`src/rtl/fq_pkg.sv`:
```
// Purpose: shared constants, status carriers and depth helpers for the queue
// Assumes: symmetric write/read widths; flop storage
// Notes:   thresholds and step dividers are plain defaults
package fq_pkg;

  localparam int unsigned DATA_W      = 8;
  localparam int unsigned CFG_DEPTH   = 16;
  localparam int unsigned PTR_W       = 6;
  localparam int unsigned IDX_W       = 5;
  localparam int unsigned STORE_DEPTH = CFG_DEPTH + 2;
  localparam int unsigned SYNC_LEN    = 4;
  localparam int unsigned WR_DIV      = 2;
  localparam int unsigned RD_DIV      = 3;
  localparam int unsigned DIV_W       = 2;
  localparam int unsigned PRIM_DEPTH  = 512;
  localparam int unsigned MACRO_N     = (CFG_DEPTH + PRIM_DEPTH - 1) / PRIM_DEPTH;
  localparam logic [PTR_W-1:0] UPPER_THR = 6'h0c;
  localparam logic [PTR_W-1:0] LOWER_THR = 6'h04;
  localparam logic [PTR_W-1:0] PTR_RST   = 6'h00;
  localparam logic [IDX_W-1:0] IDX_LAST  = 5'h11;

  typedef struct packed {
    logic             full;
    logic             one_slot_left_flag;
    logic             upper_threshold_flag;
    logic             ack;
    logic             overflow;
    logic [PTR_W-1:0] count;
  } fq_wr_stat_t;

  typedef struct packed {
    logic             empty;
    logic             one_entry_left_flag;
    logic             lower_threshold_flag;
    logic             valid;
    logic             underflow;
    logic [PTR_W-1:0] count;
  } fq_rd_stat_t;

  localparam fq_wr_stat_t WR_STAT_RST = '{default: '0};
  localparam fq_rd_stat_t RD_STAT_RST = '{empty: 1'b1, one_entry_left_flag: 1'b1,
                                         lower_threshold_flag: 1'b1, default: '0};

  function automatic logic [PTR_W-1:0] usable_wr_depth(input logic dual, input logic fall_through_read_mode);
    int unsigned d;
    d = CFG_DEPTH;
    if (!dual && fall_through_read_mode) begin
      d = CFG_DEPTH + 2;
    end else if (dual && !fall_through_read_mode) begin
      d = CFG_DEPTH - 1;
    end else if (dual && fall_through_read_mode) begin
      d = (CFG_DEPTH - 1) + 2 * (CFG_DEPTH / CFG_DEPTH);
    end
    return PTR_W'(d);
  endfunction : usable_wr_depth

  // hard-macro cascade depth for reference builds of depth prim
  function automatic int unsigned macro_wr_depth(input logic dual, input logic fall_through_read_mode);
    int unsigned p;
    int unsigned n;
    p = (PRIM_DEPTH < 512) ? 512 : PRIM_DEPTH;
    n = MACRO_N;
    if (dual) begin
      return fall_through_read_mode ? (p + 2) * n : (p + 2) * (n - 1) + (p + 1);
    end
    return fall_through_read_mode ? (p + 1) * n : (p + 1) * (n - 1) + p;
  endfunction : macro_wr_depth

  function automatic logic [PTR_W-1:0] bin2gray(input logic [PTR_W-1:0] b);
    return b ^ (b >> 1);
  endfunction : bin2gray

  function automatic logic [PTR_W-1:0] gray2bin(input logic [PTR_W-1:0] g);
    logic [PTR_W-1:0] b;
    b = g;
    for (int i = PTR_W - 2; i >= 0; i--) begin
      b[i] = b[i+1] ^ g[i];
    end
    return b;
  endfunction : gray2bin

endpackage : fq_pkg
```
`src/rtl/fq_fifo.sv`:
```
// Purpose: flop-based queue with common or split step domains and two read modes
// Assumes: cfg inputs static after reset; user logic on core_clk
// Notes:   split mode emulates two clocks with step enables from dividers
// Operation
// common clock standard mode holds exactly the configured depth.
// common clock fall-through mode holds two entries more than configured.
// split clock standard mode holds one entry less than configured.
// split fall-through: write depth minus one plus twice depth ratio; read plus one.
// unequal write/read depths only with block memory storage.
// hard macro builds cascade ceil(depth/primitive) primitives of at least 512.
// hard macro usable depth follows the four cascade formulas.
// latency counts edges after the operating edge; zero means same edge.
// common standard flags update at once; threshold flags one edge later.
// common fall-through: empty lags a write by two, near-empty and lower by one.
// write ack and overflow move only on write steps.
// read valid and underflow move only on read steps.
// split mode write-side flags immediate; upper threshold and count one step later.
// split mode read-side flags immediate; lower threshold and count one step later.
// split mode read reaches full, near-full, write count after four write steps.
// split mode read reaches upper threshold after five write steps.
// split mode write reaches empty, near-empty, read count after four read steps.
// split mode write reaches lower threshold after five read steps.
// crossed flags may arrive one destination step late; both sides tolerate it.
// pointers cross as gray codes through multi-stage synchronisers.
//
// Local design decisions: the strobed register port and the placing of the registers.
`timescale 1ns/1ps
`default_nettype none
module fq_fifo (
  input  wire logic                  core_clk,
  input  wire logic                  arst_n,
  input  wire logic                  cfg_dual_domain,
  input  wire logic                  cfg_fall_through_read_mode,
  input  wire logic                  wr_en,
  input  wire logic [fq_pkg::DATA_W-1:0] wr_data,
  input  wire logic                  rd_en,
  output var  logic                  wr_step_r,
  output var  logic                  rd_step_r,
  output var  logic [fq_pkg::DATA_W-1:0] rd_data_r,
  output var  fq_pkg::fq_wr_stat_t   wr_status_r,
  output var  fq_pkg::fq_rd_stat_t   rd_status_r
);
  import fq_pkg::*;

  logic                 rst_s1_r;
  logic                 rst_n_r;
  logic [DIV_W-1:0]     wr_div_r;
  logic [DIV_W-1:0]     rd_div_r;
  logic [DATA_W-1:0]    mem_r [STORE_DEPTH];
  logic [PTR_W-1:0]     wr_ptr_r;
  logic [PTR_W-1:0]     rd_ptr_r;
  logic [PTR_W-1:0]     wp_d1_r;
  logic [IDX_W-1:0]     wr_idx_r;
  logic [IDX_W-1:0]     rd_idx_r;
  logic [PTR_W-1:0]     ws_g_r [SYNC_LEN];
  logic [PTR_W-1:0]     rs_g_r [SYNC_LEN];
  logic                 fall_through_read_mode;
  logic                 wr_do;
  logic                 rd_do;
  logic [PTR_W-1:0]     wr_ptr_nxt;
  logic [PTR_W-1:0]     rd_ptr_nxt;
  logic [IDX_W-1:0]     rd_idx_nxt;
  logic [PTR_W-1:0]     cap;
  logic [PTR_W-1:0]     ws3;
  logic [PTR_W-1:0]     ws4;
  logic [PTR_W-1:0]     rs3;
  logic [PTR_W-1:0]     rs4;
  logic [PTR_W-1:0]     occ_full;
  logic [PTR_W-1:0]     occ_upper;
  logic [PTR_W-1:0]     occ_empty;
  logic [PTR_W-1:0]     occ_near;
  logic [PTR_W-1:0]     occ_lower;
  logic [PTR_W-1:0]     wr_cnt_nxt;
  logic [PTR_W-1:0]     rd_cnt_nxt;

  function automatic logic [IDX_W-1:0] idx_inc(input logic [IDX_W-1:0] i);
    return (i == IDX_LAST) ? '0 : i + 5'h01;
  endfunction : idx_inc

  // reset release through two flops
  always_ff @(posedge core_clk or negedge arst_n) begin
    if (!arst_n) begin
      rst_s1_r <= 1'b0;
      rst_n_r  <= 1'b0;
    end else begin
      rst_s1_r <= 1'b1;
      rst_n_r  <= rst_s1_r;
    end
  end

  // step enables: every cycle in common mode, divided in split mode
  always_ff @(posedge core_clk or negedge rst_n_r) begin
    if (!rst_n_r) begin
      wr_div_r  <= '0;
      rd_div_r  <= '0;
      wr_step_r <= 1'b0;
      rd_step_r <= 1'b0;
    end else begin
      wr_div_r  <= (wr_div_r == DIV_W'(WR_DIV - 1)) ? '0 : wr_div_r + 2'h1;
      rd_div_r  <= (rd_div_r == DIV_W'(RD_DIV - 1)) ? '0 : rd_div_r + 2'h1;
      wr_step_r <= !cfg_dual_domain || (wr_div_r == '0);
      rd_step_r <= !cfg_dual_domain || (rd_div_r == '0);
    end
  end

  assign fall_through_read_mode       = cfg_fall_through_read_mode;
  // symmetric ports only, so flop storage is allowed
  assign cap        = usable_wr_depth(cfg_dual_domain, fall_through_read_mode);
  assign wr_do      = wr_step_r && wr_en && !wr_status_r.full;
  assign rd_do      = rd_step_r && rd_en && !rd_status_r.empty;
  assign wr_ptr_nxt = wr_ptr_r + PTR_W'(wr_do);
  assign rd_ptr_nxt = rd_ptr_r + PTR_W'(rd_do);
  assign rd_idx_nxt = rd_do ? idx_inc(rd_idx_r) : rd_idx_r;

  // gray pointers seen by the other side
  assign ws3 = gray2bin(ws_g_r[2]);
  assign ws4 = gray2bin(ws_g_r[3]);
  assign rs3 = gray2bin(rs_g_r[2]);
  assign rs4 = gray2bin(rs_g_r[3]);

  // synchroniser chains, stage 0 feeds only stage 1
  always_ff @(posedge core_clk or negedge rst_n_r) begin
    if (!rst_n_r) begin
      ws_g_r[0] <= PTR_RST;
      rs_g_r[0] <= PTR_RST;
    end else begin
      if (rd_step_r) begin
        ws_g_r[0] <= bin2gray(wr_ptr_r);
      end
      if (wr_step_r) begin
        rs_g_r[0] <= bin2gray(rd_ptr_r);
      end
    end
  end

  for (genvar s = 1; s < SYNC_LEN; s++) begin : g_sync
    always_ff @(posedge core_clk or negedge rst_n_r) begin
      if (!rst_n_r) begin
        ws_g_r[s] <= PTR_RST;
        rs_g_r[s] <= PTR_RST;
      end else begin
        if (rd_step_r) begin
          ws_g_r[s] <= ws_g_r[s-1];
        end
        if (wr_step_r) begin
          rs_g_r[s] <= rs_g_r[s-1];
        end
      end
    end
  end

  // storage and pointers
  always_ff @(posedge core_clk) begin
    if (wr_do) begin
      mem_r[wr_idx_r] <= wr_data;
    end
  end

  always_ff @(posedge core_clk or negedge rst_n_r) begin
    if (!rst_n_r) begin
      wr_ptr_r <= PTR_RST;
      rd_ptr_r <= PTR_RST;
      wp_d1_r  <= PTR_RST;
      wr_idx_r <= '0;
      rd_idx_r <= '0;
    end else begin
      wr_ptr_r <= wr_ptr_nxt;
      rd_ptr_r <= rd_ptr_nxt;
      wp_d1_r  <= wr_ptr_r;
      wr_idx_r <= wr_do ? idx_inc(wr_idx_r) : wr_idx_r;
      rd_idx_r <= rd_idx_nxt;
    end
  end

  // write-side occupancy views; split mode counts on synchronised read pointer
  always_comb begin
    if (cfg_dual_domain) begin
      occ_full   = wr_ptr_nxt - rs3;
      occ_upper  = wr_ptr_r - rs4;
      wr_cnt_nxt = wr_ptr_r - rs3;
    end else begin
      occ_full   = wr_ptr_nxt - rd_ptr_nxt;
      occ_upper  = wr_ptr_r - rd_ptr_r;
      wr_cnt_nxt = wr_ptr_nxt - rd_ptr_nxt;
    end
  end

  // read-side occupancy views per mode
  always_comb begin
    if (cfg_dual_domain) begin
      occ_empty  = ws3 - rd_ptr_nxt;
      occ_near   = ws3 - rd_ptr_nxt;
      occ_lower  = ws4 - rd_ptr_r;
      rd_cnt_nxt = ws3 - rd_ptr_r;
    end else if (fall_through_read_mode) begin
      occ_empty  = wp_d1_r - rd_ptr_nxt;
      occ_near   = wr_ptr_r - rd_ptr_nxt;
      occ_lower  = wr_ptr_r - rd_ptr_r;
      rd_cnt_nxt = wr_ptr_nxt - rd_ptr_nxt;
    end else begin
      occ_empty  = wr_ptr_nxt - rd_ptr_nxt;
      occ_near   = wr_ptr_nxt - rd_ptr_nxt;
      occ_lower  = wr_ptr_r - rd_ptr_r;
      rd_cnt_nxt = wr_ptr_nxt - rd_ptr_nxt;
    end
  end

  // write status moves only on write steps; latency 0 lands on the operating edge
  always_ff @(posedge core_clk or negedge rst_n_r) begin
    if (!rst_n_r) begin
      wr_status_r <= WR_STAT_RST;
    end else if (wr_step_r) begin
      wr_status_r.full                 <= occ_full >= cap;
      wr_status_r.one_slot_left_flag   <= occ_full >= cap - 6'h01;
      wr_status_r.upper_threshold_flag <= occ_upper >= UPPER_THR;
      wr_status_r.ack                  <= wr_do;
      wr_status_r.overflow             <= wr_en && wr_status_r.full;
      wr_status_r.count                <= wr_cnt_nxt;
    end
  end

  // read status moves only on read steps
  always_ff @(posedge core_clk or negedge rst_n_r) begin
    if (!rst_n_r) begin
      rd_status_r <= RD_STAT_RST;
    end else if (rd_step_r) begin
      rd_status_r.empty                <= occ_empty == '0;
      rd_status_r.one_entry_left_flag  <= occ_near <= 6'h01;
      rd_status_r.lower_threshold_flag <= occ_lower <= LOWER_THR;
      rd_status_r.valid                <= rd_do;
      rd_status_r.underflow            <= rd_en && rd_status_r.empty;
      rd_status_r.count                <= rd_cnt_nxt;
    end
  end

  // fall-through shows the head word; standard mode loads it on a read
  always_ff @(posedge core_clk or negedge rst_n_r) begin
    if (!rst_n_r) begin
      rd_data_r <= '0;
    end else if (rd_step_r && fall_through_read_mode) begin
      rd_data_r <= mem_r[rd_idx_nxt];
    end else if (rd_do) begin
      rd_data_r <= mem_r[rd_idx_r];
    end
  end
endmodule : fq_fifo
`default_nettype wire

```
`config.mk`:
```
export PLATFORM = sky130hd
export DESIGN_NAME = fq_fifo
export DESIGN_NICKNAME = d
export VERILOG_FILES = /design/src/rtl/fq_pkg.sv /design/src/rtl/fq_fifo.sv
export SDC_FILE = /design/constraint.sdc
export NUM_CORES = 1
export LEC_CHECK = 0
export BUFFER_PORTS_ARGS = -buffer_cell sky130_fd_sc_hd__buf_4
export CORE_MARGIN = 2
export CORE_UTILIZATION = 35
export CTS_CLUSTER_DIAMETER = 50
export DETAILED_ROUTE_END_ITERATION = 16
export GPL_TIMING_DRIVEN = 0
export PLACE_DENSITY = 0.52
export SETUP_SLACK_MARGIN = 0.05
export SKIP_CTS_REPAIR_TIMING = 1
export SLEW_MARGIN = 20
export SYNTH_ARGS = -nofsm -noshare
export SYNTH_HDL_FRONTEND = slang
export SYNTH_SLANG_ARGS = --single-unit
```
`constraint.sdc`:
```
create_clock -name core_clk -period 5.55 [get_ports core_clk]
set_input_delay 0.8325 -clock core_clk [delete_from_list [all_inputs] [get_ports core_clk]]
set_output_delay 0.8325 -clock core_clk [all_outputs]
set_load 0.02 [all_outputs]
```
==> impl_metrics.csv, run 1 <==
group,metric,value,unit
synthesis,postSynth.asyncResetShare,44.19,%
clock_network,h-tree-depth,2,
drt,route.detailed.drc,0,
floorplanning,die_w,205.8,um
worst_setup_path,worstPathMaxFanout,10,
synthesis,synth_mux_area_share,12.23,%
timing,worst_pin_slew,1.090,ns
floorplanning,initial_core_util,35.63,%
drt,num_vias,10180,
timing,drv_slew,0,
global_route,gr-usage-all-layers,20.07,%
synthesis,ys_seq_area_share,50.38,%
timing,min_period_over_period,88.97,%
finish,drive_gt1_share,17.70,%
place,gp_congestion,0.8952,
worst_setup_path,reg2regPathDepth,17,
timing,relSlewSlack,27.09,%
clock_network,cts_tree,"done",
synthesis,avgSynthCellArea,11.64,sq um
synthesis,synth_edf_count,144,
worst_setup_path,end_kind,"register",
timing,setup_viol_count_final,0,
synthesis,synthXorXnorAreaFrac,6.048,%
floorplanning,die_area,0.04236,sq mm
timing,fin_tns_setup,0,ns
global_route,antenna_found_initial,1,
synthesis,yosys.area_share.adder,7.654,%
synthesis,netlist_area,0.01425,sq mm
global_route,grt_pass1_wl,62740,um
worst_hold_path,hold_path_class,"in -> async",
power,power,11.99,mW
global_route,overflow,0,
drt,drt_first_iter_violations,810,
synthesis,synth_top_family_by_area,"multiplexers",
drt,vias_per_cell,5.459,
clock_network,cts.path.max_buffers,3,
synthesis,synth_warnings,0,
timing,min_period,4.938,ns
place,hpwl,29890,um
worst_setup_path,crit_type,"reg -> reg",
clock_network,clkLatencyLatePin,0.56,ns
synthesis,syn_nets,1314,
synthesis,synthDistinctLibCells,71,
finish,fillers,3865,
global_route,grt_max_degree,53,
clock_network,root_buffer,"clkbuf_16",
power,p_leak,6.514,nW
power,powerDensity,725.7,mW/mm^2
floorplanning,design.portCount,46,
worst_setup_path,required,5.93,ns
power,ir_worst_vdd,444.9,uV
finish,antenna_cells,0,
timing,fin_worst_skew,0.03038,ns
flow_run,drv_cap,0,
worst_setup_path,arrival,5.32,ns
synthesis,yosys_most_used_dff,"edfxtp_1",
clock_network,cts_buffers,36,
floorplanning,coreArea,0.04001,sq mm
clock_network,cts_sinks,258,
synthesis,yosys.area_share.simple,10.02,%
drt,postRouteAntennaNets,0,
finish,area_growth,15.91,%
drt,drt-pass1-iter-count,5,
floorplanning,core.rowCount,73,
clock_network,clk_pin_slew,0.05,ns
run_status,status,"finished, final reports clean",
synthesis,synth-seq-cells,258,
finish,nNetsFinal,1400,
worst_setup_path,start_kind,"register",
timing,fmax,202.5,MHz
timing,rsz0062_at_grt,"false",
drt,wl_per_cell,22.25,um
drt,wirelength,41480,um
synthesis,synth_compound_area_share,10.14,%
timing,hold_viol_final,0,
global_route,grt_pass1_vias,10200,
floorplanning,die_h,205.8,um
place,io_buffers,45,
synthesis,netlist_instances,1225,
[where the power goes]
| group | switching [mW] | internal [mW] | leakage (nW) | total [mW] |
|---|---|---|---|---|
| Clock | 0.924 | 1.36 | 0.566 | 2.29 |
| Combinational | 4.01 | 2.97 | 3.28 | 6.98 |
| Sequential | 0.313 | 2.41 | 2.67 | 2.72 |
[logic make-up (layout without fill, tap and decap cells)]
group	Yosys count	count (layout)
mux	118	118
compound gates	227	227
simple gates	321	321
fa+ha+maj	84	84
xor+xnor	93	93
other cells	1	1
flops	258	258
buf+inv	123	237
[registers in the layout (all words and copies together), names as in the netlist, 5 cells and up]
| register | flops |
|---|---|
| rs_g_r | 22 |
| mem_r | 144 |
| ws_g_r | 22 |
| wr_idx_r | 5 |
| rd_ptr_r | 6 |
| rd_data_r | 8 |
| wr_ptr_r | 6 |
| wp_d1_r | 6 |
| rd_status_r | 11 |
| wr_status_r | 11 |
| rd_idx_r | 5 |
[critical path: stages (launching register included)]
cell	delay (ns)
dfstp_2	0.61
nand3b_1	0.27
clkinv_1	0.42
ha_1	0.39
ha_1	0.23
xnor2_2	0.55
ha_1	0.39
a21oi_1	0.24
nand2_1	0.10
xnor3_1	0.36
nor2_1	0.10
o21bai_1	0.23
ha_1	0.29
o21a_1	0.10
o21ai_0	0.13
nand3b_1	0.09
o21ai_0	0.10
o311ai_0	0.16
[layout by cell type (no fill, tap or decap), types with 6 or more instances in the layout]
master and instances:
a211oi_1 12, a21o_1 15, a21oi_1 64, a31oi_1 7, a32oi_1 17, buf_1 12
buf_2 19, buf_4 49, clkbuf_1 40, clkbuf_16 36, dfrtp_1 110, edfxtp_1 144
fa_1 8, ha_1 67, inv_1 53, maj3_1 7, mux2_2 49, mux2i_1 29
mux4_2 40, nand2_1 87, nand3_1 28, nand3b_1 9, nand4_1 21, nor2_1 134
nor2b_1 9, o21a_1 6, o21ai_0 65, o221ai_1 6, xnor2_1 62, xor2_1 27
[layout make-up]
class | instances | area, sq um | share of cell area [%]
Clock inverter | 22 | 249.0 | 1.507
Clock buffer | 44 | 930.9 | 5.635
Timing Repair Buffer | 48 | 397.9 | 2.408
Buffer | 66 | 285.3 | 1.727
Inverter | 57 | 214.0 | 1.295
Multi-Input combinational cell | 844 | 6603 | 39.97
Sequential cell | 258 | 7184 | 43.49
Tap cell | 525 | 656.9 | 3.976
[stage by stage]
step                      hold WS [ns]  utilization [%]  instances  setup WS [ns]  instance area, sq um
after detailed placement        0.2174            38.27       1798       0.009647                 15310
after global placement          0.3373            38.12       1795        0.07637                 15250
after global routing           0.05548            41.30       1864         0.3826                 16520
final                          0.07545            41.30       1864         0.6123                 16520
after CTS                      0.04255            41.22       1864         0.3135                 16490
after floorplan                 0.3312                -       1225          1.319                 14250
[cell usage after synthesis, types with 3 or more instances]
cell / count / area share, %
a211o_1: 3 / 0.18
a211oi_1: 12 / 0.63
a21boi_0: 5 / 0.26
a21o_1: 15 / 0.79
a21oi_1: 64 / 2.2
a31oi_1: 7 / 0.31
a32oi_1: 17 / 1.0
and3_1: 5 / 0.22
buf_1: 12 / 0.32
buf_2: 18 / 0.63
buf_4: 4 / 0.21
clkbuf_1: 32 / 0.84
clkinv_1: 3 / 0.079
dfrtp_1: 111 / 19
dfstp_2: 3 / 0.55
edfxtp_1: 144 / 30
fa_1: 8 / 1.1
ha_1: 67 / 5.9
inv_1: 53 / 1.4
maj3_1: 7 / 0.49
mux2_2: 49 / 3.9
mux2i_1: 29 / 2.0
mux4_2: 40 / 6.3
nand2_1: 87 / 2.3
nand2b_1: 5 / 0.22
nand3_1: 28 / 0.98
nand3b_1: 9 / 0.47
nand4_1: 21 / 0.92
nor2_1: 136 / 3.6
nor2b_1: 9 / 0.39
nor3_1: 6 / 0.21
o2111ai_1: 4 / 0.25
o21a_1: 6 / 0.32
o21ai_0: 65 / 2.3
o221ai_1: 6 / 0.37
or2_2: 4 / 0.18
or3_1: 3 / 0.13
xnor2_1: 63 / 3.9
xor2_1: 27 / 1.7
[worst paths after layout]
kind | end | from | slack, ns
worst max-delay path | wr_status_r[10] | rd_status_r[10] | 0.61
worst min-delay path | rst_n_r | arst_n | 0.08
worst max register to register | wr_status_r[10] | rd_status_r[10] | 0.61
worst min register to register | ws_g_r[14] | rst_n_r | 0.21
max in group asynchronous | rd_status_r[8] | rst_n_r | 4.75
min in group core_clk | rst_n_r | rst_s1_r | 0.36
[metal layers]
| layer | global-route usage (%) | vias up | routed length [um] |
|---|---|---|---|
| met5 | 0 | - | 0 |
| li1 | - | 4650 | - |
| met3 | 2.724 | 79 | 2291 |
| met2 | 33.78 | 315 | 20110 |
| met4 | 7.628 | 0 | 1485 |
| met1 | 26.30 | 5131 | 17590 |
No activity file was read; power rests on OpenSTA's default activity.
==> inputs of run 2 (changes only) <==
Settings changed: CORE_UTILIZATION 35 to 60, PLACE_DENSITY 0.52 to 0.79.
==> impl_metrics.csv, run 2 (synthesis gave the netlist of run 1 again) <==
group,metric,value,unit
finish,antenna_cells,0,
flow_run,drv_cap,0,
clock_network,cts.path.max_buffers,3,
global_route,grt_max_degree,42,
floorplanning,die_h,158.1,um
drt,postRouteAntennaNets,0,
clock_network,clkLatencyLatePin,0.56,ns
place,gp_congestion,0.9214,
timing,min_period_over_period,91.60,%
finish,multiInputGateArea,0.006581,sq mm
floorplanning,core.rowCount,56,
timing,setup_viol_count_final,0,
global_route,grt_pass1_wl,58020,um
timing,fin_worst_skew,0.01121,ns
finish,reg_top3,"mem_r: 144 flops, rs_g_r: 22 flops, ws_g_r: 22 flops",
timing,relSlewSlack,22.41,%
timing,fmax,196.7,MHz
timing,min_period,5.084,ns
floorplanning,die_w,158.1,um
floorplanning,initial_core_util,60.91,%
clock_network,cts_buffers,30,
finish,drive_gt1_share,17.24,%
worst_hold_path,hold_path_class,"in -> async",
drt,wl_per_cell,23.23,um
floorplanning,coreArea,0.02340,sq mm
clock_network,cts_sinks,258,
finish,area_growth,12.68,%
drt,drt_first_iter_violations,1453,
worst_setup_path,end_kind,"register",
timing,worst_pin_slew,1.156,ns
clock_network,cts_tree,"done",
drt,vias_per_cell,6.413,
timing,rsz0062_at_grt,"false",
global_route,overflow,0,
finish,layout_common_cells,"edfxtp_1 (144), nor2_1 (135), dfrtp_1 (110), nand2_1 (87), ha_1 (67)",
clock_network,root_buffer,"clkbuf_16",
finish,largest_reg_flops,144,
clock_network,h-tree-depth,1,
run_status,status,"finished, final reports clean",
global_route,gr-usage-all-layers,31.03,%
floorplanning,design.portCount,46,
worst_setup_path,arrival,5.50,ns
floorplanning,die_area,0.02501,sq mm
finish,top_register,"mem_r",
drt,route.detailed.drc,0,
worst_setup_path,required,5.96,ns
global_route,grt_pass1_vias,9874,
worst_setup_path,reg2regPathDepth,16,
timing,fin_tns_setup,0,ns
finish,final_cell_count_no_fill,1647,
drt,num_vias,10560,
worst_setup_path,worstPathMaxFanout,10,
timing,drv_slew,0,
place,dp_cells,1591,
clock_network,clk_pin_slew,0.06,ns
finish,fillers,1687,
place,io_buffers,45,
finish,nNetsFinal,1393,
finish,final_common_cell,"edfxtp_1",
timing,hold_viol_final,0,
finish,area.sequential,0.007184,sq mm
drt,drt-pass1-iter-count,5,
global_route,antenna_found_initial,0,
worst_setup_path,start_kind,"register",
worst_setup_path,crit_type,"reg -> reg",
drt,wirelength,38250,um
place,hpwl,26590,um
-- run 2: final cells by class --
| type | instances | share of cell area, % |
|---|---|---|
| inverters | 57 | 1.332 |
| flip-flops and latches | 258 | 44.73 |
| plain buffers | 66 | 1.776 |
| clock buffers | 40 | 5.352 |
| well taps | 319 | 2.485 |
| repair buffers | 47 | 2.353 |
| multi-input cells | 844 | 40.98 |
| clock inverters | 16 | 0.9971 |
-- run 2: critical path, cell delays in order (launching register included) --
cell      delay (ns)
dfstp_2         0.55
nand3b_1        0.27
clkinv_1        0.30
ha_1            0.34
ha_1            0.23
xnor2_1         0.91
ha_1            0.43
xnor2_1         0.18
nor2_1          0.47
a21oi_1         0.18
ha_1            0.33
o21a_1          0.11
o21a_1          0.16
o21ai_0         0.14
nand3b_1        0.09
o21ai_0         0.09
o311ai_0        0.14
-- run 2: through the flow --
| stage | hold WS (ns) | area, sq um | util (%) | worst slack (ns) |
|---|---|---|---|---|
| 6_report | 0.04274 | 16060 | 68.63 | 0.4661 |
| 5_1_grt | 0.03949 | 16060 | 68.63 | 0.1885 |
| 4_1_cts | 0.03509 | 16050 | 68.60 | 0.6249 |
| 3_5_place_dp | 0.3169 | 15030 | 64.24 | 0.2836 |
| 3_3_place_gp | 0.3369 | 14990 | 64.06 | 0.3090 |
| 2_1_floorplan | 0.3312 | 14250 | - | 1.319 |
-- run 2: final timing paths --
kind,end,startpoint,slack [ns]
setup / recovery,wr_status_r[10],rd_status_r[10],0.47
hold / removal,rst_n_r,arst_n,0.04
setup reg to reg,wr_status_r[10],rd_status_r[10],0.47
hold reg to reg,wr_idx_r[1],rst_n_r,0.30
max in group asynchronous,rd_status_r[10],rst_n_r,4.32
min in group core_clk,rst_n_r,rst_s1_r,0.35
-- run 2: layer usage --
metal | up-vias | wire length, um | global-route usage (%)
met3 | 99 | 4458 | 7.939
met4 | 0 | 1128 | 8.752
li1 | 4627 | - | -
met2 | 652 | 16450 | 44.93
met5 | - | 0 | 0
met1 | 5185 | 16220 | 46.62
Power of run 2 is not shown: default switching activity piles up to over one toggle a cycle in this logic, so the estimate is an artifact.
